## src/smsc_map.svh

```systemverilog
`ifndef SMSC_MAP_SVH
`define SMSC_MAP_SVH
// ==========================================
// timing counts
`define SMSC_SMI_LOW_CLKS 3'd4
// ==========================================
// reset values
`define SMSC_ENABLE_RST   1'b0
`endif

```

## src/smsc_pkg.sv

```systemverilog
package smsc_pkg;
  typedef enum logic [2:0] {
    SMSC_RUN    = 3'b000,
    SMSC_DRAIN  = 3'b001,
    SMSC_WAITCP = 3'b010,
    SMSC_SUSPEND_REQUEST_N   = 3'b011,
    SMSC_SMM    = 3'b100
  } smsc_state_t;

  typedef struct packed {
    smsc_state_t st;
    logic        mgmt_en;
    logic        nmi_pend;
    logic        suspend_request_n_ack;
    logic        smi_drive;
    logic        wr;
    logic        wr_oe;
    logic        ads;
    logic        mgmt_address_strobe_n;
    logic        mgmt_address_strobe_n_oe;
  } smsc_regs_t;
endpackage

```

## src/smsc_ctrl.sv

```systemverilog
// What this block does
// far side holds smi low four clocks
// smi wins over pending nmi
// drive smi low throughout service routine
// smi ignored until enable bit set
// finish instruction and cycles before suspend
// wait coprocessor not busy before suspend
// suspend ack low on request or halt
// write/read low on read cycles
// write/read high on writes, three-state
// mgmt strobe replaces address strobe in smm
// release suspend when request negated
`timescale 1ns/1ps
`default_nettype none
`include "smsc_map.svh"
module smsc_ctrl (
  // clock and reset
  input  wire logic core_clk_in,
  input  wire logic rst_in,
  // configuration
  input  wire logic cfg_wr_in,
  input  wire logic mgmt_enable_bit_in,
  // management interrupt pin
  input  wire logic system_mgmt_interrupt_n_in,
  output logic      system_mgmt_interrupt_n_out,
  output logic      system_mgmt_interrupt_n_oe_out,
  // non-maskable interrupt, smi take and smm exit
  input  wire logic nmi_req_in,
  output logic      nmi_take_out,
  output logic      smi_take_out,
  input  wire logic smm_exit_in,
  // core status
  input  wire logic core_idle_in,
  input  wire logic halt_in,
  input  wire logic coproc_busy_n_in,
  // suspend
  input  wire logic suspend_request_n_in,
  output logic      suspend_ack_n_out,
  output logic      suspend_ack_n_oe_out,
  output logic      exec_stall_out,
  // bus cycle
  input  wire logic cyc_start_in,
  input  wire logic cyc_write_in,
  input  wire logic bus_float_in,
  output logic      address_strobe_n_out,
  output logic      mgmt_address_strobe_n_out,
  output logic      mgmt_address_strobe_n_oe_out,
  output logic      write_read_out,
  output logic      write_read_oe_out
);
  smsc_pkg::smsc_regs_t r_q;
  smsc_pkg::smsc_regs_t r_d;
  logic smi_seen;

  // ==========================================
  // low level qualifier
  smsc_low_filter #(.COUNT(`SMSC_SMI_LOW_CLKS)) u_filt (
    .core_clk_in (core_clk_in),
    .rst_in      (rst_in),
    .level_n_in  (system_mgmt_interrupt_n_in || r_q.smi_drive),
    .seen_out    (smi_seen)
  );

  logic smi_req;
  assign smi_req = smi_seen && r_q.mgmt_en;

  // ==========================================
  // next state
  always_comb begin
    r_d = r_q;
    smi_take_out = 1'b0;
    nmi_take_out = 1'b0;
    if (cfg_wr_in) begin
      r_d.mgmt_en = mgmt_enable_bit_in;
    end
    case (r_q.st)
      smsc_pkg::SMSC_RUN: begin
        if (smi_req) begin
          r_d.st = smsc_pkg::SMSC_SMM;
          r_d.smi_drive = 1'b1;
          smi_take_out = 1'b1;
        end else if (r_q.nmi_pend) begin
          r_d.nmi_pend = 1'b0;
          nmi_take_out = 1'b1;
        end else if (!suspend_request_n_in || halt_in) begin
          r_d.st = smsc_pkg::SMSC_DRAIN;
        end
      end
      smsc_pkg::SMSC_DRAIN: begin
        if (core_idle_in) begin
          r_d.st = smsc_pkg::SMSC_WAITCP;
        end
      end
      smsc_pkg::SMSC_WAITCP: begin
        if (coproc_busy_n_in) begin
          r_d.st = smsc_pkg::SMSC_SUSPEND_REQUEST_N;
          r_d.suspend_request_n_ack = 1'b1;
        end
      end
      smsc_pkg::SMSC_SUSPEND_REQUEST_N: begin
        if (suspend_request_n_in && !halt_in) begin
          r_d.st = smsc_pkg::SMSC_RUN;
          r_d.suspend_request_n_ack = 1'b0;
        end
      end
      smsc_pkg::SMSC_SMM: begin
        if (smm_exit_in) begin
          r_d.st = smsc_pkg::SMSC_RUN;
          r_d.smi_drive = 1'b0;
        end
      end
      default: begin
        r_d.st = smsc_pkg::SMSC_RUN;
      end
    endcase
    // a new nmi event wins over the clear of the pending flag
    if (nmi_req_in) begin
      r_d.nmi_pend = 1'b1;
    end
    // bus cycle definition
    r_d.ads = 1'b0;
    r_d.mgmt_address_strobe_n = 1'b0;
    r_d.wr_oe = !bus_float_in;
    r_d.mgmt_address_strobe_n_oe = r_q.mgmt_en && !bus_float_in;
    if (cyc_start_in) begin
      r_d.wr = cyc_write_in;
      if (r_q.st == smsc_pkg::SMSC_SMM && r_q.mgmt_en) begin
        r_d.mgmt_address_strobe_n = 1'b1;
      end else begin
        r_d.ads = 1'b1;
      end
    end
  end

  always_ff @(posedge core_clk_in or posedge rst_in) begin
    if (rst_in) begin
      r_q <= '{st: smsc_pkg::SMSC_RUN, mgmt_en: `SMSC_ENABLE_RST, default: 1'b0};
    end else begin
      r_q <= r_d;
    end
  end

  // ==========================================
  // outputs
  assign system_mgmt_interrupt_n_out = 1'b0;
  assign system_mgmt_interrupt_n_oe_out = r_q.smi_drive;
  assign suspend_ack_n_out = !r_q.suspend_request_n_ack;
  assign suspend_ack_n_oe_out = 1'b1;
  assign exec_stall_out = (r_q.st != smsc_pkg::SMSC_RUN) && (r_q.st != smsc_pkg::SMSC_SMM);
  assign address_strobe_n_out = !r_q.ads;
  assign mgmt_address_strobe_n_out = !r_q.mgmt_address_strobe_n;
  assign mgmt_address_strobe_n_oe_out = r_q.mgmt_address_strobe_n_oe;
  assign write_read_out = r_q.wr;
  assign write_read_oe_out = r_q.wr_oe;

  // ==========================================
  // checks
  property p_smi_ignored;
    @(posedge core_clk_in) disable iff (rst_in)
      !r_q.mgmt_en |-> !smi_take_out;
  endproperty
  a_smi_ignored: assert property (p_smi_ignored) else $error("smi taken while disabled");

  property p_smi_first;
    @(posedge core_clk_in) disable iff (rst_in)
      smi_take_out |-> !nmi_take_out ##1 r_q.st == smsc_pkg::SMSC_SMM;
  endproperty
  a_smi_first: assert property (p_smi_first) else $error("nmi beat smi");

  property p_smi_drive;
    @(posedge core_clk_in) disable iff (rst_in)
      smi_take_out |=> system_mgmt_interrupt_n_oe_out until (r_q.st != smsc_pkg::SMSC_SMM);
  endproperty
  a_smi_drive: assert property (p_smi_drive) else $error("smi pin not held low");

  property p_smi_low4;
    @(posedge core_clk_in) disable iff (rst_in)
      smi_take_out |-> $past(!system_mgmt_interrupt_n_in, 4);
  endproperty
  a_smi_low4: assert property (p_smi_low4) else $error("smi taken too early");

  property p_drain;
    @(posedge core_clk_in) disable iff (rst_in)
      $rose(r_q.suspend_request_n_ack) |-> $past(coproc_busy_n_in) && $past(r_q.st) == smsc_pkg::SMSC_WAITCP;
  endproperty
  a_drain: assert property (p_drain) else $error("suspend entered early");

  property p_ack;
    @(posedge core_clk_in) disable iff (rst_in)
      (r_q.st == smsc_pkg::SMSC_SUSPEND_REQUEST_N) |-> !suspend_ack_n_out;
  endproperty
  a_ack: assert property (p_ack) else $error("ack not low in suspend");

  property p_resume;
    @(posedge core_clk_in) disable iff (rst_in)
      (r_q.st == smsc_pkg::SMSC_SUSPEND_REQUEST_N && suspend_request_n_in && !halt_in)
        |=> suspend_ack_n_out && !exec_stall_out;
  endproperty
  a_resume: assert property (p_resume) else $error("no resume");

  property p_wr;
    @(posedge core_clk_in) disable iff (rst_in)
      cyc_start_in |=> write_read_out == $past(cyc_write_in);
  endproperty
  a_wr: assert property (p_wr) else $error("write/read wrong");

  property p_strobe;
    @(posedge core_clk_in) disable iff (rst_in)
      cyc_start_in && r_q.st == smsc_pkg::SMSC_SMM && r_q.mgmt_en
        |=> !mgmt_address_strobe_n_out && address_strobe_n_out;
  endproperty
  a_strobe: assert property (p_strobe) else $error("wrong strobe in smm");

  c_smi: cover property (@(posedge core_clk_in) smi_take_out);
  c_suspend_request_n: cover property (@(posedge core_clk_in) r_q.st == smsc_pkg::SMSC_SUSPEND_REQUEST_N);
  c_nmi: cover property (@(posedge core_clk_in) nmi_take_out);
endmodule
`default_nettype wire

```

## src/smsc_low_filter.sv

```systemverilog
`timescale 1ns/1ps
`default_nettype none
`include "smsc_map.svh"
module smsc_low_filter #(
  parameter logic [2:0] COUNT = `SMSC_SMI_LOW_CLKS
) (
  input  wire logic core_clk_in,
  input  wire logic rst_in,
  input  wire logic level_n_in,
  output logic      seen_out
);
  logic [2:0] cnt_q;
  logic [2:0] cnt_d;
  always_comb begin
    if (level_n_in) begin
      cnt_d = 3'h0;
    end else if (cnt_q < COUNT) begin
      cnt_d = cnt_q + 3'h1;
    end else begin
      cnt_d = cnt_q;
    end
  end
  always_ff @(posedge core_clk_in or posedge rst_in) begin
    if (rst_in) begin
      cnt_q <= 3'h0;
    end else begin
      cnt_q <= cnt_d;
    end
  end
  // low for the whole count, sampled at the end
  assign seen_out = (cnt_q == COUNT);
endmodule
`default_nettype wire

```

## config.mk

```make
export PLATFORM = sky130hd
export DESIGN_NAME = smsc_ctrl
export DESIGN_NICKNAME = d
export VERILOG_FILES = /design/src/smsc_pkg.sv /design/src/smsc_ctrl.sv /design/src/smsc_low_filter.sv
export VERILOG_INCLUDE_DIRS = /design/src
export SDC_FILE = /design/constraint.sdc
export NUM_CORES = 1
export LEC_CHECK = 0
export BUFFER_PORTS_ARGS = -buffer_cell sky130_fd_sc_hd__buf_2
export CAP_MARGIN = 20
export CORE_MARGIN = 2
export CORE_UTILIZATION = 50
export DETAILED_ROUTE_END_ITERATION = 12
export PLACE_DENSITY_LB_ADDON = 0.12
export SLEW_MARGIN = 20
export SYNTH_ARGS = -nofsm -noshare
export SYNTH_HDL_FRONTEND = slang
export SYNTH_SLANG_ARGS = --single-unit
```

## constraint.sdc

```tcl
create_clock -name core_clk_in -period 2.15 [get_ports core_clk_in]
set_input_delay 0.3225 -clock core_clk_in [delete_from_list [all_inputs] [get_ports core_clk_in]]
set_output_delay 0.3225 -clock core_clk_in [all_outputs]
set_load 0.02 [all_outputs]
```

==> results of run 1 <==
cell usage after synthesis:
master | instances | area [sq um]
nand3_1 | 1 | 5.00
nand2b_1 | 3 | 18.8
nor3b_2 | 1 | 12.5
inv_2 | 1 | 3.75
a21oi_1 | 4 | 20.0
o21ai_1 | 1 | 5.00
and2_1 | 1 | 6.26
nor2_1 | 5 | 18.8
and2b_1 | 1 | 7.51
nor2_2 | 3 | 18.8
dfrtp_1 | 15 | 375
conb_1 | 2 | 7.51
a31oi_1 | 2 | 12.5
nor2b_1 | 1 | 6.26
nand3_2 | 1 | 10.0
and3_2 | 1 | 7.51
mux2i_1 | 2 | 20.0
nand2_1 | 4 | 15.0
xor2_1 | 1 | 8.76
mux2_4 | 1 | 15.0
nand3b_1 | 1 | 7.51
buf_4 | 4 | 30.0
inv_1 | 9 | 33.8
ha_1 | 2 | 25.0
nor3_1 | 6 | 30.0
or2_1 | 1 | 6.26
mux2_2 | 2 | 22.5
o21ai_0 | 3 | 15.0
logic make-up (layout without fill, tap and decap cells):
logic type               after synthesis  in the layout  synth area share, %
multiplexers                           5              5                 7.53
buffers and inverters                 14             37                 8.84
AO/OA/AOI/OAI                         10             10                 6.87
flip-flops                            15             15                 49.1
XOR/XNOR                               1              1                 1.15
other                                  2              2                0.982
adder cells (fa/ha/maj)                2              2                 3.27
AND/OR/NAND/NOR                       30             30                 22.3
per-stage QoR:
step / instance area (sq um) / hold WS (ns) / utilization [%] / setup WS, ns / power [mW]
6_report: 897 / 0.0687 / 61.0 / 0.341 / 0.811
5_1_grt: 897 / 0.123 / 61.0 / 0.225 / 0.870
4_1_cts: 897 / 0.0823 / 61.0 / 0.357 / 0.816
3_5_place_dp: 870 / 0.392 / 59.1 / 0.680 / 0.654
3_3_place_gp: 870 / 0.401 / 59.1 / 0.704 / 0.647
2_1_floorplan: 764 / 0.224 / - / 0.614 / 0.591
area by class of cell:
| type | instances | area [sq um] |
|---|---|---|
| timing repair buffer | 23 | 115 |
| clock buffer | 3 | 22.5 |
| multi-input combinational | 50 | 322 |
| inverter | 10 | 37.5 |
| clock inverter | 1 | 5.00 |
| tap | 16 | 20.0 |
| sequential | 15 | 375 |
| fill | 144 | 574 |
registers in the layout, summed over array words and instances (netlist names):
register,cells
write_read_oe_out,1
write_read_out,1
u_filt.cnt_q,3
mgmt_address_strobe_n_oe_out,1
r_q,8
system_mgmt_interrupt_n_oe_out,1
power by group:
group	switching [mW]	total [mW]	internal, mW
Combinational	0.157	0.280	0.123
Clock	0.0900	0.159	0.0690
Sequential	0.0523	0.372	0.320
Total	0.299	0.811	0.512
how the worst min path moves through the flow:
stage	start	endpoint	depth (start not counted)	slack [ns]
2_1_floorplan	rst_in	mgmt_address_strobe_n_oe_out	1	0.22
3_3_place_gp	rst_in	write_read_oe_out	2	0.40
3_5_place_dp	rst_in	write_read_oe_out	2	0.39
4_1_cts	rst_in	r_q[1]	2	0.08
5_1_grt	rst_in	r_q[11]	2	0.12
6_report	rst_in	r_q[1]	2	0.07
critical path, stage by stage (launching register included):
cell	delay [ns]
dfrtp_1	0.47
nor2_2	0.22
inv_2	0.09
nor2_2	0.10
and3_2	0.18
buf_2	0.15
layer usage:
layer	vias up	global-route usage (%)	part of all wire, %
met5	-	0	0
met4	0	9.09	2.3
met3	5	2.55	7.1
met2	23	26.9	43
met1	264	24.7	47
li1	299	-	-
==> flow_summary.toml, run 1 <==
[critical_path]
endpoint = "nmi_take_out"
critical_path_class = "register to primary output"
crit_path_start = "r_q[10]"
required_ns = 1.83
crit_path_start_kind = "register"
rrSetupSlack_ns = 0.66
crit_arrival_ns = 1.49
worstRegToRegCells = 4
r2r-end = "r_q[9]"
cp-end-kind = "primary output"
r2r-start = "r_q[11]"
path_max_fanout = 7

[timing]
slew_headroom_pct = 63.5
slew_violations = 0
fin_setup_tns_ns = 0
clock-skew-final_ns = 0.00202
post-route-period-util_pct = 84.1
max_freq_mhz = 553
setup_viol = 0
fin_crit_ns = 1.81
hold_viol = 0
worst_pin_slew_ns = 0.548
rsz0062_at_grt = "no"

[die]
die_h_microns = 43.1
row_count = 14
start_util_pct = 52.0
ios = 26
die_area_sq_um = 1860
core_sq_um = 1470
die_w_microns = 43.1

[global_route]
grt_start_max_net_pins = 16
grt_pass1_vias = 566
grt_antenna_before_repair = 0
track_usage_pct = 17.8
grt_pass1_wl_microns = 2420
overflow = 0

[cts]
postCtsSetupBuffers = 0
cts_tree = "yes"
ctsResizeCount = 0
htree_num_levels = 1
clk_latency_ns = 0.28
cts_sinks = 15
cts_buffer_depth = 2
clk_pin_slew_ns = 0.09
cts_buffers = 3
clock-root-buffer = "clkbuf_4"
hold_buffers = 0

[power_and_ir_drop]
power_per_cell_area_nw_per_um2 = 904
ir_drop_mv = 0.645
power.leakage_nw = 0.460

[job]
maxCapViolations = 0

[worst_hold_path]
hp-class = "primary input to async pin"

[drt]
drt_wl_total_microns = 1330
drtIter0Drc = 14
firstDrtPassIters = 4
drtAntennaViolNets = 0
wl_per_cell_microns = 11.3
drc = 0
vias_per_cell = 5.01
vias = 591

[final_layout]
final_common_cell = "buf_2"
most-common-layout-cells = "buf_2, dfrtp_1, inv_1"
area_growth_pct = 17.3
nets = 119
num_antenna_cells = 0
drive_gt1_share_pct = 36.3
stdcell_count = 118

[synthesis]
syn_area_per_cell_sq_um = 9.68
yosysUniqueCellTypes = 28
yosysWarnings = 0
syn-cell-area_sq_um = 764
ys_seq_elements = 15
synthesis.nets = 95
yosysSeqAreaShare_pct = 49.1
syn_inst = 79

[placed_design]
dp.cells = 114
port_buffers = 23
dp_hpwl_microns = 1030
gp_congestion = 0.743

[outcome]
status = "finished clean"
No activity file was read; power rests on OpenSTA's default activity.
==> run 2: changes to the inputs <==
--- a/config.mk
+++ b/config.mk
@@ -6,10 +6,11 @@
 export SDC_FILE = /design/constraint.sdc
 export NUM_CORES = 1
 export LEC_CHECK = 0
+export ABC_AREA = 1
 export BUFFER_PORTS_ARGS = -buffer_cell sky130_fd_sc_hd__buf_2
 export CAP_MARGIN = 20
 export CORE_MARGIN = 2
-export CORE_UTILIZATION = 50
+export CORE_UTILIZATION = 48
 export DETAILED_ROUTE_END_ITERATION = 12
 export PLACE_DENSITY_LB_ADDON = 0.12
 export SLEW_MARGIN = 20
==> constraint.sdc (replaced) <==
create_clock -name core_clk_in -period 1.7 [get_ports core_clk_in]
set_input_delay 0.255 -clock core_clk_in [delete_from_list [all_inputs] [get_ports core_clk_in]]
set_output_delay 0.255 -clock core_clk_in [all_outputs]
set_load 0.02 [all_outputs]
==> run 2 against run 1 <==
  * Clock skew increased by 0.00089 ns
  * Design area rose by 10%
  * Routed wire length increased by 6.6%
  * Combinational power grew 120%
  * Synthesized cell count increased by 22%
  * Register-to-register slack got worse by 0.23 ns
  * Total power rose by 58%
  * Sequential share of layout area is 3.9 points lower
  * Critical path type unchanged
  * Highest routed layer unchanged
==> flow_summary.toml, run 2 <==
[synthesis]
netlist_top_cells_area = "dfrtp_1, inv_1, nand2_1, nand3_1, nor2_2"
ys_seq_elements = 15
synth-edff-count = 0
synth_largest_area_cell = "dfrtp_1"
syn_area_per_cell_sq_um = 8.04
syn_inst = 96
syn-cell-area_sq_um = 772
netlist_top_cells_count = "inv_1, nand2_1, dfrtp_1, nand3_1"
yosysUniqueCellTypes = 19
yosysTopAreaCellShare_pct = 48.6
ys_async_sr_fraction_pct = 100
synth_most_common_cell = "inv_1"
synthesis.nets = 112
yosysWarnings = 0
synthFlopType = "dfrtp_1"
yosysSeqAreaShare_pct = 48.6

[critical_path]
r2r-start = "u_filt.cnt_q[1]"
required_ns = 1.44
cp_common_cell = "inv_2"
rrSetupSlack_ns = 0.43
path_max_fanout = 3
critical_path_class = "register to primary output"
cp_slowest_cell = "dfrtp_1"
crit_path_start = "u_filt.cnt_q[0]"
crit_chain = "inv_2 > ha_4 > nand3_2 > inv_2 > nor2_4 > inv_2 > nor2_1 > buf_4"
crit_path_start_kind = "register"
worstRegToRegCells = 10
cpPeakStageDelay_ns = 0.37
crit_arrival_ns = 1.38
r2r-end = "r_q[9]"
cp-end-kind = "primary output"

[global_route]
track_usage_pct = 16.6
overflow = 0
grt_pass1_wl_microns = 2280
grt_pass1_vias = 557
grt_antenna_before_repair = 0
grt_start_max_net_pins = 16

[drt]
drtIter0Drc = 7
vias_per_cell = 4.66
firstDrtPassIters = 4
drt_wl_total_microns = 1420
drc = 0
drtAntennaViolNets = 0
vias = 666
wl_per_cell_microns = 9.92

[timing]
slew_headroom_pct = 62.4
max_freq_mhz = 610
fin_setup_tns_ns = 0
hold_ws_ns = 0.00802
rsz0062_at_grt = "yes"
setup_viol = 0
post-route-period-util_pct = 96.4
fin_crit_ns = 1.64
worst_pin_slew_ns = 0.564
slew_violations = 0
clock-skew-final_ns = 0.00290
hold_viol = 0

[power_and_ir_drop]
power.leakage_nw = 0.587
power_per_cell_area_nw_per_um2 = 1290
ir_drop_mv = 0.717
fin_total_pwr_mw = 1.28

[die]
start_util_pct = 51.2
die_area_sq_um = 1950
ios = 26
die_h_microns = 44.1
row_count = 14
die_w_microns = 44.1
core_sq_um = 1510

[job]
maxCapViolations = 0

[worst_hold_path]
hp-class = "primary input to async pin"

[cts]
htree_num_levels = 1
clk_latency_ns = 0.28
cts_sinks = 15
cts_buffer_depth = 2
hold_buffers = 0
clk_pin_slew_ns = 0.09
cts_buffers = 3
clock-root-buffer = "clkbuf_4"
cts_tree = "yes"

[final_layout]
drive_gt1_share_pct = 40.2
nets = 144
area_growth_pct = 28.2
reg.largest.list = "r_q (8), u_filt.cnt_q (3)"
num_antenna_cells = 0
final_common_cell = "buf_2"
largest_reg_flops = 8
final_core_util_pct = 65.7
stdcell_count = 143
regMostFlops = "r_q"
most-common-layout-cells = "buf_2, inv_1, nand2_1"

[placed_design]
dp_hpwl_microns = 1000
port_buffers = 23
gp_congestion = 0.797
dp.cells = 133

[outcome]
status = "finished clean"
[run 2: changes by cell type after synthesis, sizes merged, moves of 2 or more]
cell | before | now
buf | 4 | 2
nand2b | 3 | 0
nand3 | 2 | 7
inv | 10 | 25
nor3 | 6 | 0
mux2i | 2 | 0
nand2 | 4 | 21
nor2 | 8 | 12
mux2 | 3 | 0
a21oi | 4 | 2
a31oi | 2 | 0
[run 2: through the flow]
| stage | setup WS [ns] | area (sq um) |
|---|---|---|
| 2_1_floorplan | 0.282 | 772 |
| 3_3_place_gp | 0.292 | 892 |
| 3_5_place_dp | 0.265 | 892 |
| 4_1_cts | 0.00767 | 937 |
| 5_1_grt | -0.0280 | 990 |
| 6_report | 0.0605 | 990 |
[run 2: repair_timing]
action	CTS	global route
gates resized for setup	1	8
pin swaps	0	3
endpoints found under the setup margin	1	2
buffers inserted	2	4
gates cloned	0	0
[run 2: cell families (layout without fill, tap and decap cells)]
logic type	Yosys count	after routing	synth area share [%]
flip-flops	15	15	48.6
adder cells (fa/ha/maj)	2	2	3.24
buffers and inverters	27	58	14.1
AND/OR/NAND/NOR	40	40	25.1
AO/OA/AOI/OAI	10	10	7.94
other	2	2	0.973
[run 2: where the power goes]
part / leakage [nW] / switching [mW] / internal [mW] / total [mW]
logic: 0.380 / 0.368 / 0.237 / 0.605
clock network: 0.0177 / 0.115 / 0.0874 / 0.202
registers: 0.189 / 0.0505 / 0.424 / 0.474
[run 2: how the worst max path moves through the flow]
stage	to	slack [ns]	cells past startpoint
after CTS	nmi_take_out	0.008	8
after floorplan	nmi_take_out	0.28	7
final	nmi_take_out	0.06	8
after global routing	nmi_take_out	-0.03	8
after global placement	nmi_take_out	0.29	8
after detailed placement	nmi_take_out	0.27	8
[run 2: metal layers]
metal | vias up | GRT usage [%] | part of all wire, %
met4 | 0 | 9.09 | 0.99
met5 | - | 0 | 0
met1 | 303 | 19.5 | 41
li1 | 341 | - | -
met2 | 20 | 27.6 | 53
met3 | 2 | 4.08 | 5.2
[run 2: final cells by class]
| class | count | area, sq um |
|---|---|---|
| Tap cell | 16 | 20.0 |
| Timing Repair Buffer | 29 | 163 |
| Sequential cell | 15 | 375 |
| Clock inverter | 1 | 5.00 |
| Clock buffer | 3 | 22.5 |
| Fill cell | 140 | 517 |
| Multi-Input combinational cell | 54 | 310 |
| Inverter | 25 | 93.8 |
[run 2: critical path, delay by kind of cell, from the launching register on]
kind                       cells  cell delay [ns]
DFF                            1             0.37
and+or+nand+nor                3             0.29
buffers and inverters          4             0.30
adders and majority gates      1             0.15
==> run 3: changes to the inputs <==
--- a/config.mk
+++ b/config.mk
@@ -8,9 +8,9 @@
 export LEC_CHECK = 0
 export ABC_AREA = 1
 export BUFFER_PORTS_ARGS = -buffer_cell sky130_fd_sc_hd__buf_2
-export CAP_MARGIN = 20
+export CAP_MARGIN = 40
 export CORE_MARGIN = 2
-export CORE_UTILIZATION = 48
+export CORE_UTILIZATION = 31
 export DETAILED_ROUTE_END_ITERATION = 12
 export PLACE_DENSITY_LB_ADDON = 0.12
 export SLEW_MARGIN = 20
==> run 3 against run 2 <==
  * Design area fell by 1.3%
  * First-iteration DRC count fell by 14%
  * Global-route usage fell by 5.4 points
  * Critical path depth did not move
  * Largest cell class unchanged
  * Largest power group unchanged
==> flow_summary.toml, run 3 (same netlist as run 2, synthesis figures left out) <==
[outcome]
status = "finished clean"

[drt]
drt_wl_total_microns = 1300
drc = 0
firstDrtPassIters = 2
vias_per_cell = 4.14
drtAntennaViolNets = 0
drtIter0Drc = 6
wl_per_cell_microns = 8.50
vias = 634

[global_route]
overflow = 0
grt_pass1_wl_microns = 2200
grt_start_max_net_pins = 16
grt_pass1_vias = 532
track_usage_pct = 11.1
grt_antenna_before_repair = 0

[critical_path]
critical_path_class = "register to primary output"
critPathBufInv = 4
required_ns = 1.44
path_max_fanout = 2
crit_path_start_kind = "register"
crit_arrival_ns = 1.34
cp-end-kind = "primary output"
cp_slowest_cell = "dfrtp_1"
crit_chain = "inv_1 > ha_2 > nand3_2 > inv_2 > nor2_4 > inv_2 > nor2_4 > buf_6"
critPathTopFamily = "flip-flops"
cpPeakStageDelay_ns = 0.36

[die]
core_sq_um = 2410
die_w_microns = 53.9
ios = 26
start_util_pct = 32.0
die_area_sq_um = 2910
die_h_microns = 53.9
row_count = 18

[timing]
slew_headroom_pct = 63.1
hold_viol = 0
fin_setup_tns_ns = 0
worst_pin_slew_ns = 0.553
max_freq_mhz = 625
clock-skew-final_ns = 0.00131
slew_violations = 0
fin_crit_ns = 1.60
setup_viol = 0
post-route-period-util_pct = 94.1
rsz0062_at_grt = "no"
fin_ws_ns = 0.100

[placed_design]
port_buffers = 23
dp_worst_setup_slack_ns = 0.263
dp_hpwl_microns = 1060
gp_congestion = 0.768

[cts]
cts_buffer_depth = 2
clk_pin_slew_ns = 0.08
clock-root-buffer = "clkbuf_4"
cts_tree = "yes"
clk_latency_ns = 0.27
hold_buffers = 0
cts_buffers = 3
htree_num_levels = 1
cts_sinks = 15

[power_and_ir_drop]
power.leakage_nw = 0.563
ir_drop_mv = 0.527
power_per_cell_area_nw_per_um2 = 1300

[final_layout]
area_growth_pct = 26.6
largest_reg_flops = 8
most-common-layout-cells = "inv_1, buf_2, nand2_1"
regMostFlops = "r_q"
final_core_util_pct = 40.6
nets = 140
reg.largest.list = "r_q (8), u_filt.cnt_q (3)"
num_antenna_cells = 0
drive_gt1_share_pct = 36.6

[job]
maxCapViolations = 0

[worst_hold_path]
hp-class = "primary input to async pin"
## run 3: per-stage QoR
stage	hold slack, ns	cell area (sq um)	power [mW]	std cells
6_report	0.0178	977	1.27	153
2_1_floorplan	0.156	772	0.884	96
3_3_place_gp	0.350	910	1.00	147
5_1_grt	0.0751	977	1.39	153
4_1_cts	0.0384	953	1.24	153
3_5_place_dp	0.346	910	1.01	147
## run 3: what timing repair did
action | 4_1_cts | 5_1_grt
endpoints found under the hold margin | 0 | 0
pin swaps | 1 | 2
endpoints found under the setup margin | 1 | 1
gates resized for setup | 1 | 8
setup buffers | 2 | 0
## run 3: power by group
| part | internal [mW] | switching, mW |
|---|---|---|
| Clock | 0.0908 | 0.101 |
| Sequential | 0.424 | 0.0512 |
| Combinational | 0.238 | 0.367 |
| Total | 0.753 | 0.519 |
## run 3: cell type report
class / count / area (sq um)
Inverter: 25 / 93.8
Tap cell: 30 / 37.5
Sequential cell: 15 / 375
Timing Repair Buffer: 25 / 136
Multi-Input combinational cell: 54 / 308
Fill cell: 260 / 1430
Clock buffer: 4 / 26.3
## run 3: routing by layer
metal | vias to the layer above | wire, microns | global-route usage (%)
li1 | 332 | - | -
met1 | 291 | 574 | 12.4
met3 | 2 | 59 | 5.00
met4 | 0 | 17 | 5.13
met2 | 9 | 649 | 18.1
met5 | - | 0 | 0
## run 3: worst paths after layout
kind,start,to,slack [ns],cells past startpoint
min in group core_clk_in,bus_float_in,write_read_oe_out,0.13,2
setup reg to reg,u_filt.cnt_q[1],r_q[9],0.40,10
max in group asynchronous,rst_in,r_q[7],1.32,2
setup / recovery,u_filt.cnt_q[1],nmi_take_out,0.10,8
hold reg to reg,write_read_out,write_read_out,0.47,2
hold / removal,rst_in,mgmt_address_strobe_n_oe_out,0.02,2
